## config.mk

```make
export PLATFORM = sky130hd
export DESIGN_NAME = cwwfs_watchdog
export DESIGN_NICKNAME = d
export VERILOG_FILES = /design/src/verilog/cwwfs_pkg.sv /design/src/verilog/cwwfs_win_if.sv /design/src/verilog/cwwfs_window_timer.sv /design/src/verilog/cwwfs_watchdog.sv
export VERILOG_INCLUDE_DIRS = /design/src /design/src/verilog
export SDC_FILE = /design/constraint.sdc
export NUM_CORES = 1
export LEC_CHECK = 0
export ABC_AREA = 1
export ABC_CLOCK_PERIOD_IN_PS = 4200
export BUFFER_PORTS_ARGS = -buffer_cell sky130_fd_sc_hd__buf_4
export CAP_MARGIN = 20
export CORE_UTILIZATION = 60
export DETAILED_ROUTE_END_ITERATION = 12
export PLACE_DENSITY = 0.81
export SYNTH_ARGS = -nofsm -noshare
export SYNTH_HDL_FRONTEND = slang
export SYNTH_SLANG_ARGS = --single-unit
```

## constraint.sdc

```tcl
create_clock -name clk_i -period 4.2 [get_ports clk_i]
set_input_delay 0.42 -clock clk_i [delete_from_list [all_inputs] [get_ports clk_i]]
set_output_delay 0.42 -clock clk_i [all_outputs]
set_load 0.01 [all_outputs]
```

## src/verilog/cwwfs_defines.svh

```systemverilog
// Timing, reset and encoding constants of the challenge window watchdog
`ifndef CWWFS_DEFINES_SVH
`define CWWFS_DEFINES_SVH

// ****************************************************************
// Clock and time base
// ****************************************************************
`define CWWFS_CLK_HZ 20000000
// One timer tick is half a millisecond so that a 1 ms window splits in two
`define CWWFS_TICK_US 500
`define CWWFS_TICK_CYCLES ((`CWWFS_CLK_HZ / 1000) * `CWWFS_TICK_US / 1000)
`define CWWFS_TICKS_PER_MS (1000 / `CWWFS_TICK_US)
`define CWWFS_INIT_WINDOW_MS 256
`define CWWFS_INIT_TICKS (`CWWFS_INIT_WINDOW_MS * `CWWFS_TICKS_PER_MS)
`define CWWFS_STUCK_MS 8000
`define CWWFS_STUCK_TICKS (`CWWFS_STUCK_MS * `CWWFS_TICKS_PER_MS)

// ****************************************************************
// Reset delay choices, in ticks
// ****************************************************************
`define CWWFS_RST_DLY_0 6'h02
`define CWWFS_RST_DLY_1 6'h06
`define CWWFS_RST_DLY_2 6'h10
`define CWWFS_RST_DLY_3 6'h20

// ****************************************************************
// Reset values and encodings
// ****************************************************************
`define CWWFS_CHAL_SEED 8'hB2
`define CWWFS_WIN_DEFAULT 4'h2
`define CWWFS_RST_ERR_START 3'h1
`define CWWFS_FINAL_LONG 3'h6
`define CWWFS_FINAL_SHORT 3'h2
`define CWWFS_INTER_LONG 3'h3
`define CWWFS_INTER_SHORT 3'h1
`define CWWFS_WD_ERR_STEP 4'h2
// Synchronised pin values at reset: key high, debug and reset request low
`define CWWFS_PIN_RESET 3'h4

`endif

```

## src/verilog/cwwfs_pkg.sv

```systemverilog
// Types shared by the challenge window watchdog modules
package cwwfs_pkg;

    // Gray codes along select, delay, init, normal, deep, low power off
    typedef enum logic [2:0] {
        CWWFS_ST_SELECT = 3'h0,
        CWWFS_ST_RST_DELAY = 3'h1,
        CWWFS_ST_INIT = 3'h3,
        CWWFS_ST_NORMAL = 3'h2,
        CWWFS_ST_DEEP = 3'h6,
        CWWFS_ST_LOW_POWER_OFF = 3'h7
    } cwwfs_state_t;

endpackage

```

## src/verilog/cwwfs_win_if.sv

```systemverilog
// Signals between the watchdog control and its window timer
interface cwwfs_win_if;
    logic tick;
    logic restart;
    logic init_mode;
    logic [11:0] period;
    logic open;
    logic timeout;

    modport ctrl (output tick, output restart, output init_mode, output period, input open, input timeout);
    modport timer (input tick, input restart, input init_mode, input period, output open, output timeout);
endinterface

```

## src/verilog/cwwfs_window_timer.sv

```systemverilog
// Window timer: closed half, open half, timeout and the fully open init window
`include "cwwfs_defines.svh"
module cwwfs_window_timer #(
    parameter logic [11:0] INIT_TICKS = 12'(`CWWFS_INIT_TICKS)
) (
    input wire logic clk_i,
    input wire logic reset_n_i,
    cwwfs_win_if.timer win
);
    logic [11:0] cnt_ff;
    logic [11:0] per_ff;
    logic [11:0] limit;
    logic last;

    assign limit = win.init_mode ? INIT_TICKS : per_ff;
    assign last = win.tick && ((cnt_ff + 12'h001) >= limit);
    assign win.timeout = last && !win.restart;
    // Fixed 50% duty: the first half of each period is closed
    assign win.open = win.init_mode || (cnt_ff >= (per_ff >> 1));

    // The period only changes at a restart or a timeout
    always_ff @(posedge clk_i or negedge reset_n_i)
    begin
        if (!reset_n_i)
        begin
            cnt_ff <= 12'h000;
            per_ff <= 12'h006;
        end
        else if (win.restart || last)
        begin
            cnt_ff <= 12'h000;
            per_ff <= win.period;
        end
        else if (win.tick)
        begin
            cnt_ff <= cnt_ff + 12'h001;
        end
    end
endmodule // cwwfs_window_timer

```

## src/verilog/cwwfs_watchdog.sv

```systemverilog
// Challenge window watchdog with the fail-safe state handling around it
`include "cwwfs_defines.svh"
module cwwfs_watchdog #(
    parameter int TICK_CYCLES = `CWWFS_TICK_CYCLES,
    parameter int INIT_TICKS = `CWWFS_INIT_TICKS,
    parameter int STUCK_TICKS = `CWWFS_STUCK_TICKS
) (
    input wire logic clk_i,
    input wire logic reset_n_i,
    input wire logic bist_ok_i,
    input wire logic answer_valid_i,
    input wire logic [7:0] answer_data_i,
    input wire logic seed_valid_i,
    input wire logic [7:0] seed_data_i,
    input wire logic window_write_i,
    input wire logic [3:0] window_sel_i,
    input wire logic wd_disable_i,
    input wire logic config_write_i,
    input wire logic [1:0] reset_delay_sel_i,
    input wire logic counter_limit_cfg_i,
    input wire logic [1:0] error_limit_sel_i,
    input wire logic [1:0] refresh_limit_sel_i,
    input wire logic stuck_timer_disable_i,
    input wire logic fault_i,
    input wire logic failsafe_release_i,
    input wire logic ext_reset_req_i,
    input wire logic debug_pin_i,
    input wire logic key_i,
    output logic mcu_reset_out_n_o,
    output logic failsafe_out_n_o,
    output logic regulators_on_o,
    output logic low_power_off_o,
    output logic deep_failsafe_o,
    output logic init_phase_o,
    output logic window_open_o,
    output logic debug_mode_o,
    output logic [7:0] challenge_value_o,
    output logic [2:0] wd_error_count_o,
    output logic [2:0] refresh_count_o,
    output logic [2:0] reset_error_count_o
);
    // ****************************************************************
    // Declarations
    // ****************************************************************
    cwwfs_pkg::cwwfs_state_t state_ff;
    cwwfs_pkg::cwwfs_state_t nxt_state;
    localparam logic [2:0] PIN_RST = `CWWFS_PIN_RESET;
    cwwfs_win_if win ();
    logic [2:0] pin_raw;
    logic [2:0] s1_ff;
    logic [2:0] s2_ff;
    logic [2:0] s3_ff;
    logic [2:0] pin_ff;
    logic [13:0] tick_cnt_ff;
    logic tick;
    logic [7:0] chal_ff;
    logic [3:0] win_sel_ff;
    logic [1:0] rst_dly_sel_ff;
    logic limit_cfg_ff;
    logic [1:0] err_lim_sel_ff;
    logic [1:0] ref_lim_sel_ff;
    logic stuck_dis_ff;
    logic dbg_ff;
    logic [2:0] wd_err_ff;
    logic [2:0] ref_cnt_ff;
    logic [2:0] rst_err_ff;
    logic fs_ff;
    logic [5:0] dly_cnt_ff;
    logic [15:0] stuck_cnt_ff;
    logic in_init;
    logic in_norm;
    logic wd_active;
    logic ans_ok;
    logic good;
    logic bad;
    logic [2:0] wd_err_up;
    logic wd_trip;
    logic ref_wrap;
    logic ext_fault;
    logic rst_ev;
    logic [2:0] rst_err_inc;
    logic [2:0] final_val;
    logic [2:0] inter_val;
    logic deep_hit;
    logic stuck_hit;
    logic dly_done;
    logic waking;

    // ****************************************************************
    // Decoding functions
    // ****************************************************************
    // Window code to period in half-millisecond ticks
    function automatic logic [11:0] win_ticks(input logic [3:0] code);
        case (code)
            4'h0: win_ticks = 12'h002;
            4'h1: win_ticks = 12'h004;
            4'h2: win_ticks = 12'h006;
            4'h3: win_ticks = 12'h008;
            4'h4: win_ticks = 12'h00C;
            4'h5: win_ticks = 12'h010;
            4'h6: win_ticks = 12'h018;
            4'h7: win_ticks = 12'h020;
            4'h8: win_ticks = 12'h030;
            4'h9: win_ticks = 12'h040;
            4'hA: win_ticks = 12'h080;
            4'hB: win_ticks = 12'h100;
            4'hC: win_ticks = 12'h200;
            4'hD: win_ticks = 12'h400;
            4'hE: win_ticks = 12'h800;
            default: win_ticks = 12'h006;
        endcase
    endfunction

    // Shared by the watchdog error limit and the refresh counter limit
    function automatic logic [2:0] count_limit(input logic [1:0] sel);
        case (sel)
            2'h0: count_limit = 3'h6;
            2'h1: count_limit = 3'h4;
            2'h2: count_limit = 3'h2;
            default: count_limit = 3'h1;
        endcase
    endfunction

    function automatic logic [5:0] rst_delay(input logic [1:0] sel);
        case (sel)
            2'h0: rst_delay = `CWWFS_RST_DLY_0;
            2'h1: rst_delay = `CWWFS_RST_DLY_1;
            2'h2: rst_delay = `CWWFS_RST_DLY_2;
            default: rst_delay = `CWWFS_RST_DLY_3;
        endcase
    endfunction

    // ****************************************************************
    // Pin synchronisers
    // ****************************************************************
    assign pin_raw = {key_i, debug_pin_i, ext_reset_req_i};

    // A pin change counts only once the second and third stage agree
    genvar gi;
    generate
        for (gi = 0; gi < 3; gi++)
        begin : g_sync
            always_ff @(posedge clk_i or negedge reset_n_i)
            begin
                if (!reset_n_i)
                begin
                    s1_ff[gi] <= PIN_RST[gi];
                    s2_ff[gi] <= PIN_RST[gi];
                    s3_ff[gi] <= PIN_RST[gi];
                    pin_ff[gi] <= PIN_RST[gi];
                end
                else
                begin
                    s1_ff[gi] <= pin_raw[gi];
                    s2_ff[gi] <= s1_ff[gi];
                    s3_ff[gi] <= s2_ff[gi];
                    if (s2_ff[gi] == s3_ff[gi])
                    begin
                        pin_ff[gi] <= s3_ff[gi];
                    end
                end
            end
        end
    endgenerate

    // ****************************************************************
    // Tick prescaler and window timer
    // ****************************************************************
    assign tick = (tick_cnt_ff == 14'(TICK_CYCLES - 1));

    always_ff @(posedge clk_i or negedge reset_n_i)
    begin
        if (!reset_n_i)
            tick_cnt_ff <= 14'h0000;
        else if (tick)
            tick_cnt_ff <= 14'h0000;
        else
            tick_cnt_ff <= tick_cnt_ff + 14'h0001;
    end

    assign win.tick = tick;
    assign win.init_mode = in_init;
    assign win.period = win_ticks(win_sel_ff);
    // Held in restart while inhibited, so enabling starts a fresh window
    // A state change is not a restart term: the timeout feeds the next state
    assign win.restart = !wd_active || answer_valid_i;

    cwwfs_window_timer #(
        .INIT_TICKS(12'(INIT_TICKS))
    ) u_timer (
        .clk_i(clk_i),
        .reset_n_i(reset_n_i),
        .win(win)
    );

    // ****************************************************************
    // Refresh evaluation
    // ****************************************************************
    always_comb
    begin
        in_init = (state_ff == cwwfs_pkg::CWWFS_ST_INIT);
        in_norm = (state_ff == cwwfs_pkg::CWWFS_ST_NORMAL);
        wd_active = in_init || (in_norm && !wd_disable_i);
        ans_ok = (answer_data_i == ~chal_ff);
        good = wd_active && answer_valid_i && win.open && ans_ok;
        bad = wd_active && ((answer_valid_i && !(win.open && ans_ok)) || win.timeout);
        wd_err_up = (wd_err_ff > 3'h5) ? 3'h7 : 3'(wd_err_ff + `CWWFS_WD_ERR_STEP);
        wd_trip = in_norm && bad && (wd_err_up >= count_limit(err_lim_sel_ff)) && !dbg_ff;
        ref_wrap = in_norm && good && (ref_cnt_ff >= count_limit(ref_lim_sel_ff));
        ext_fault = fault_i || pin_ff[0];
        rst_ev = (in_init || in_norm) && (ext_fault || (in_init && bad) || wd_trip);
        rst_err_inc = (rst_err_ff == 3'h7) ? 3'h7 : rst_err_ff + 3'h1;
        final_val = limit_cfg_ff ? `CWWFS_FINAL_SHORT : `CWWFS_FINAL_LONG;
        inter_val = limit_cfg_ff ? `CWWFS_INTER_SHORT : `CWWFS_INTER_LONG;
        deep_hit = rst_ev && (rst_err_inc >= final_val);
        stuck_hit = !stuck_dis_ff && (stuck_cnt_ff > 16'(STUCK_TICKS));
        dly_done = (dly_cnt_ff >= rst_delay(rst_dly_sel_ff));
        waking = (state_ff == cwwfs_pkg::CWWFS_ST_LOW_POWER_OFF) && pin_ff[2];
    end

    // ****************************************************************
    // Safety state machine
    // ****************************************************************
    always_comb
    begin
        nxt_state = state_ff;
        case (state_ff)
            cwwfs_pkg::CWWFS_ST_SELECT:
                if (stuck_hit)
                    nxt_state = cwwfs_pkg::CWWFS_ST_DEEP;
                else if (bist_ok_i)
                    nxt_state = cwwfs_pkg::CWWFS_ST_RST_DELAY;
            cwwfs_pkg::CWWFS_ST_RST_DELAY:
                if (stuck_hit)
                    nxt_state = cwwfs_pkg::CWWFS_ST_DEEP;
                else if (dly_done && !ext_fault)
                    nxt_state = cwwfs_pkg::CWWFS_ST_INIT;
            cwwfs_pkg::CWWFS_ST_INIT:
                if (deep_hit)
                    nxt_state = cwwfs_pkg::CWWFS_ST_DEEP;
                else if (rst_ev)
                    nxt_state = cwwfs_pkg::CWWFS_ST_RST_DELAY;
                else if (good)
                    nxt_state = cwwfs_pkg::CWWFS_ST_NORMAL;
            cwwfs_pkg::CWWFS_ST_NORMAL:
                if (deep_hit)
                    nxt_state = cwwfs_pkg::CWWFS_ST_DEEP;
                else if (rst_ev)
                    nxt_state = cwwfs_pkg::CWWFS_ST_RST_DELAY;
            cwwfs_pkg::CWWFS_ST_DEEP:
                if (!pin_ff[2])
                    nxt_state = cwwfs_pkg::CWWFS_ST_LOW_POWER_OFF;
            cwwfs_pkg::CWWFS_ST_LOW_POWER_OFF:
                if (pin_ff[2])
                    nxt_state = cwwfs_pkg::CWWFS_ST_SELECT;
            default:
                nxt_state = cwwfs_pkg::CWWFS_ST_SELECT;
        endcase
    end

    always_ff @(posedge clk_i or negedge reset_n_i)
    begin
        if (!reset_n_i)
            state_ff <= cwwfs_pkg::CWWFS_ST_SELECT;
        else
            state_ff <= nxt_state;
    end

    // ****************************************************************
    // Configuration: fail-safe settings writable only in the init phase, window period at any time
    // ****************************************************************
    // Fail-safe settings are lost in low power off and return to defaults
    always_ff @(posedge clk_i or negedge reset_n_i)
    begin
        if (!reset_n_i)
        begin
            rst_dly_sel_ff <= 2'h0;
            limit_cfg_ff <= 1'b0;
            err_lim_sel_ff <= 2'h0;
            ref_lim_sel_ff <= 2'h0;
            stuck_dis_ff <= 1'b0;
        end
        else if (waking)
        begin
            rst_dly_sel_ff <= 2'h0;
            limit_cfg_ff <= 1'b0;
            err_lim_sel_ff <= 2'h0;
            ref_lim_sel_ff <= 2'h0;
            stuck_dis_ff <= 1'b0;
        end
        else if (in_init && config_write_i)
        begin
            rst_dly_sel_ff <= reset_delay_sel_i;
            limit_cfg_ff <= counter_limit_cfg_i;
            err_lim_sel_ff <= error_limit_sel_i;
            ref_lim_sel_ff <= refresh_limit_sel_i;
            stuck_dis_ff <= stuck_timer_disable_i;
        end
    end

    // The window period may be changed at any time
    always_ff @(posedge clk_i or negedge reset_n_i)
    begin
        if (!reset_n_i)
            win_sel_ff <= `CWWFS_WIN_DEFAULT;
        else if (waking)
            win_sel_ff <= `CWWFS_WIN_DEFAULT;
        else if (window_write_i)
            win_sel_ff <= window_sel_i;
    end

    // Debug level is caught while the pins are scanned at start-up
    always_ff @(posedge clk_i or negedge reset_n_i)
    begin
        if (!reset_n_i)
            dbg_ff <= 1'b0;
        else if (state_ff == cwwfs_pkg::CWWFS_ST_SELECT)
            dbg_ff <= pin_ff[1];
    end

    // ****************************************************************
    // Challenge shift register
    // ****************************************************************
    always_ff @(posedge clk_i or negedge reset_n_i)
    begin
        if (!reset_n_i)
            chal_ff <= `CWWFS_CHAL_SEED;
        else if (waking)
            chal_ff <= `CWWFS_CHAL_SEED;
        else if (in_init && seed_valid_i)
            chal_ff <= seed_data_i;
        else if (good)
            chal_ff <= {chal_ff[6:0], chal_ff[7] ^ chal_ff[5] ^ chal_ff[4] ^ chal_ff[3]};
    end

    // ****************************************************************
    // Watchdog error and refresh counters
    // ****************************************************************
    always_ff @(posedge clk_i or negedge reset_n_i)
    begin
        if (!reset_n_i)
            wd_err_ff <= 3'h0;
        else if (!(in_init || in_norm) || wd_trip)
            wd_err_ff <= 3'h0;
        else if (bad)
            wd_err_ff <= wd_err_up;
        else if (good && (wd_err_ff != 3'h0))
            wd_err_ff <= wd_err_ff - 3'h1;
    end

    always_ff @(posedge clk_i or negedge reset_n_i)
    begin
        if (!reset_n_i)
            ref_cnt_ff <= 3'h0;
        else if (bad || ref_wrap || !(in_init || in_norm))
            ref_cnt_ff <= 3'h0;
        else if (in_norm && good)
            ref_cnt_ff <= ref_cnt_ff + 3'h1;
    end

    // ****************************************************************
    // Reset error counter and fail-safe output
    // ****************************************************************
    always_ff @(posedge clk_i or negedge reset_n_i)
    begin
        if (!reset_n_i)
            rst_err_ff <= `CWWFS_RST_ERR_START;
        else if (waking)
            rst_err_ff <= `CWWFS_RST_ERR_START;
        else if (rst_ev)
            rst_err_ff <= rst_err_inc;
        else if (ref_wrap && (rst_err_ff != 3'h0))
            rst_err_ff <= rst_err_ff - 3'h1;
    end

    // Setting wins over a release request in the same cycle
    always_ff @(posedge clk_i or negedge reset_n_i)
    begin
        if (!reset_n_i)
            fs_ff <= 1'b1;
        else if (waking || (rst_ev && (rst_err_inc >= inter_val)) || deep_hit || stuck_hit)
            fs_ff <= 1'b1;
        else if (failsafe_release_i && (rst_err_ff == 3'h0) && !fault_i)
            fs_ff <= 1'b0;
    end

    // ****************************************************************
    // Reset delay and stuck-reset timers
    // ****************************************************************
    always_ff @(posedge clk_i or negedge reset_n_i)
    begin
        if (!reset_n_i)
            dly_cnt_ff <= 6'h00;
        else if (state_ff != cwwfs_pkg::CWWFS_ST_RST_DELAY)
            dly_cnt_ff <= 6'h00;
        else if (tick && (dly_cnt_ff != 6'h3F))
            dly_cnt_ff <= dly_cnt_ff + 6'h01;
    end

    // Runs in the select and reset delay states; cleared on release and re-armed per assertion
    always_ff @(posedge clk_i or negedge reset_n_i)
    begin
        if (!reset_n_i)
            stuck_cnt_ff <= 16'h0000;
        else if (rst_ev || !((state_ff == cwwfs_pkg::CWWFS_ST_SELECT) ||
                              (state_ff == cwwfs_pkg::CWWFS_ST_RST_DELAY)))
            stuck_cnt_ff <= 16'h0000;
        else if (tick && (stuck_cnt_ff != 16'hFFFF))
            stuck_cnt_ff <= stuck_cnt_ff + 16'h0001;
    end

    // ****************************************************************
    // Outputs
    // ****************************************************************
    // Debug mode masks both pins so a halted MCU is never reset
    assign mcu_reset_out_n_o = dbg_ff || in_init || in_norm;
    assign failsafe_out_n_o = dbg_ff || !fs_ff;
    assign regulators_on_o = !((state_ff == cwwfs_pkg::CWWFS_ST_DEEP) ||
                               (state_ff == cwwfs_pkg::CWWFS_ST_LOW_POWER_OFF));
    assign low_power_off_o = (state_ff == cwwfs_pkg::CWWFS_ST_LOW_POWER_OFF);
    assign deep_failsafe_o = (state_ff == cwwfs_pkg::CWWFS_ST_DEEP);
    assign init_phase_o = in_init;
    assign window_open_o = wd_active && win.open;
    assign debug_mode_o = dbg_ff;
    assign challenge_value_o = chal_ff;
    assign wd_error_count_o = wd_err_ff;
    assign refresh_count_o = ref_cnt_ff;
    assign reset_error_count_o = rst_err_ff;
endmodule // cwwfs_watchdog

```

==> results.cfg <==
[yosys]
yosys.area.top_type = dfrtp_1
post-synth-top-count-cell = nand2_1
synth_top_flop_cell = dfrtp_1
ys.warnings.count = 0
async_reset_ff_frac = 1.00
synth.area.top_cells = dfrtp_1, nand2_1, ha_1
synth_edf_count = 0
synth_area_um2 = 6560
synth_seq_area_share = 0.403
synth_cell_types = 48
ys_top_cells_by_count = nand2_1, inv_1, dfrtp_1
avgSynthCellArea_um2 = 7.86
ys_ff_latch = 105
synthesis.nets = 924
syn_inst = 834
synth_top_area_frac = 0.351

[sta]
rsz0062_at_grt = false
fmax_ghz = 0.292
tns_ns = 0
finalCritPeriodShare = 0.815
slew-limit-headroom = 0.460
setup_viol = 0
finalHoldViolations = 0
slew_viol_final = 0
timing.final.crit_period_ns = 3.42
worst_pin_slew_ns = 0.807
fin_skew_ns = 0.0148

[floorplan]
num_rows = 37
fp.dieArea_um2 = 11400
die_w_um = 107
coreArea_um2 = 10500
io_pins = 66
initial_core_util = 0.627
die_h_um = 107

[power]
power_leakage_nw = 3.69
ir_worst_vdd_uv = 352
p_per_area_nw_per_um2 = 515

[detailed_routing]
drtIter0Drc = 333
final_antenna_net_count = 0
routedWlPerCell_um = 14.1
first_pass_iters = 5
wirelength_mm = 14.7
vias = 5712
via_per_inst = 5.49
drc = 0

[grt]
grt.overflow.total = 0
grt_usage = 0.278
grt_pass1_wl_mm = 24.8
grt_start_max_net_pins = 81
grt_pass1_vias = 5555
antenna_found_initial = 0

[clock_tree]
cts_buffers = 9
cts_resized = 0
htreeDepth = 3
cts_tree = done
clkTransAtPathRegs_ns = 0.11
clk_latency_ns = 0.40
clock_path_buffers = 2
clock-root-buffer = clkbuf_8
clock_sinks = 105

[critical_path]
critPathArrivalTime_ns = 3.77
critPathLaunchType = flop
cp_max_fo = 8
crit_required_ns = 4.55
end_kind = flop
worstSetupPathType = flop to flop

[layout]
layout-drive-gt1-share = 0.154
n_fill_cell = 799
diodes = 0
layout.nets = 990
area_growth_pct = 13.5
fin_area_um2 = 7450

[placed_design]
gp_congestion = 0.920
port_buffers = 65
dpl_cell_area_um2 = 7180
hpwl_mm = 11.2

[min_path]
hold_class = input pin to flop

[job]
drv_cap = 0

[outcome]
status = finished, final reports clean
critical path, cell delays in order, from the launching register on:
cell     delay, ns
dfrtp_1       0.44
nand3_1       0.15
nor3_1        0.27
nand2_1       0.08
nor2_1        0.11
nand2_1       0.09
nor4_1        0.24
xor2_1        0.21
inv_1         0.07
ha_1          0.30
nand2_1       0.07
nor2_1        0.17
and2_1        0.15
nand2_1       0.05
nand4_1       0.11
nand3_1       0.14
nand2_4       0.18
nand2_4       0.08
nand2_4       0.08
nand2_4       0.08
a21oi_2       0.19
nand2_1       0.07
nand2_1       0.06
worst paths after layout:
check	slack (ns)	from	depth (start not counted)	to
min reg2reg	0.36	s1_ff[1]$_DFF_PN0_	0	s2_ff[1]$_DFF_PN0_
max in group asynchronous	2.80	reset_n_i	4	reset_error_count_o[0]$_DFFE_PN1P_
max	0.78	u_timer.cnt_ff[0]$_DFFE_PN0P_	22	reset_error_count_o[2]$_DFFE_PN0P_
max reg2reg	0.78	u_timer.cnt_ff[0]$_DFFE_PN0P_	22	reset_error_count_o[2]$_DFFE_PN0P_
min	0.12	ext_reset_req_i	1	s1_ff[0]$_DFF_PN0_
min in group asynchronous	0.37	reset_n_i	2	u_timer.cnt_ff[10]$_DFFE_PN0P_
sequential cells by signal, summed over array words and instances (netlist names), 4 cells and up:
name / count
challenge_value_o: 8
dly_cnt_ff: 6
stuck_cnt_ff: 16
tick_cnt_ff: 14
u_timer.cnt_ff: 12
u_timer.per_ff: 11
win_sel_ff: 4
layout by cell type, fill, tap and decap left out, drive strengths merged, types with 3 or more instances in the layout:
cell      n
nand2   176
inv     141
dfrtp    92
nor2     77
nand3    70
buf      68
o21ai    64
ha       49
a21oi    36
xor2     17
nand4    16
nor3     16
dfstp    13
xnor2    12
o22ai    11
clkbuf    9
a31oi     5
nor4      5
or2       4
nor3b     3
maj3      3
timing repair:
action / CTS / global route
hold buffers: 0 / 1
buffers inserted: 0 / 0
endpoints found under the hold margin: 0 / 7
endpoints found under the setup margin: 0 / 0
layout make-up:
class | count | area (um2) | area share
flip-flops and latches | 105 | 2640 | 0.355
clock buffers | 9 | 124 | 0.0166
clock inverters | 7 | 109 | 0.0146
multi-input cells | 579 | 3350 | 0.450
repair buffers | 69 | 541 | 0.0726
inverters | 136 | 510 | 0.0686
well taps | 136 | 170 | 0.0229
routing by layer:
metal	track usage	vias to the layer above	share of wire
met1	0.342	2683	0.44
li1	-	2845	-
met3	0.0625	28	0.052
met2	0.482	156	0.48
met4	0.0939	0	0.021
met5	0	-	0
through the flow:
step                 util  std cells  hold slack (ns)  worst slack, ns  total power, mW
finish              0.712       1041            0.120            0.779             3.83
global route        0.712       1041           0.0915            0.275             4.14
CTS                 0.708       1039            0.102            0.783             3.84
detailed placement  0.686       1023            0.335            0.807             3.08
global placement    0.686       1023            0.332            0.932             3.00
floorplan               -        834            0.124             1.24             2.58
cells by family (layout without fill, tap and decap cells):
family	count (synthesis)	count (layout)	share of synthesized area
simple gates	370	370	0.266
buf+inv	150	221	0.0864
compound gates	127	127	0.107
flops	105	105	0.403
fa+ha+maj	52	52	0.0981
xor+xnor	29	29	0.0387
mux	1	1	0.00153
power breakdown:
group,switching [mW],total [mW],internal (mW)
Sequential,0.187,1.40,1.21
Combinational,1.04,1.69,0.646
Clock,0.392,0.743,0.351
Total,1.62,3.83,2.21
No activity file was read; power rests on OpenSTA's default activity.
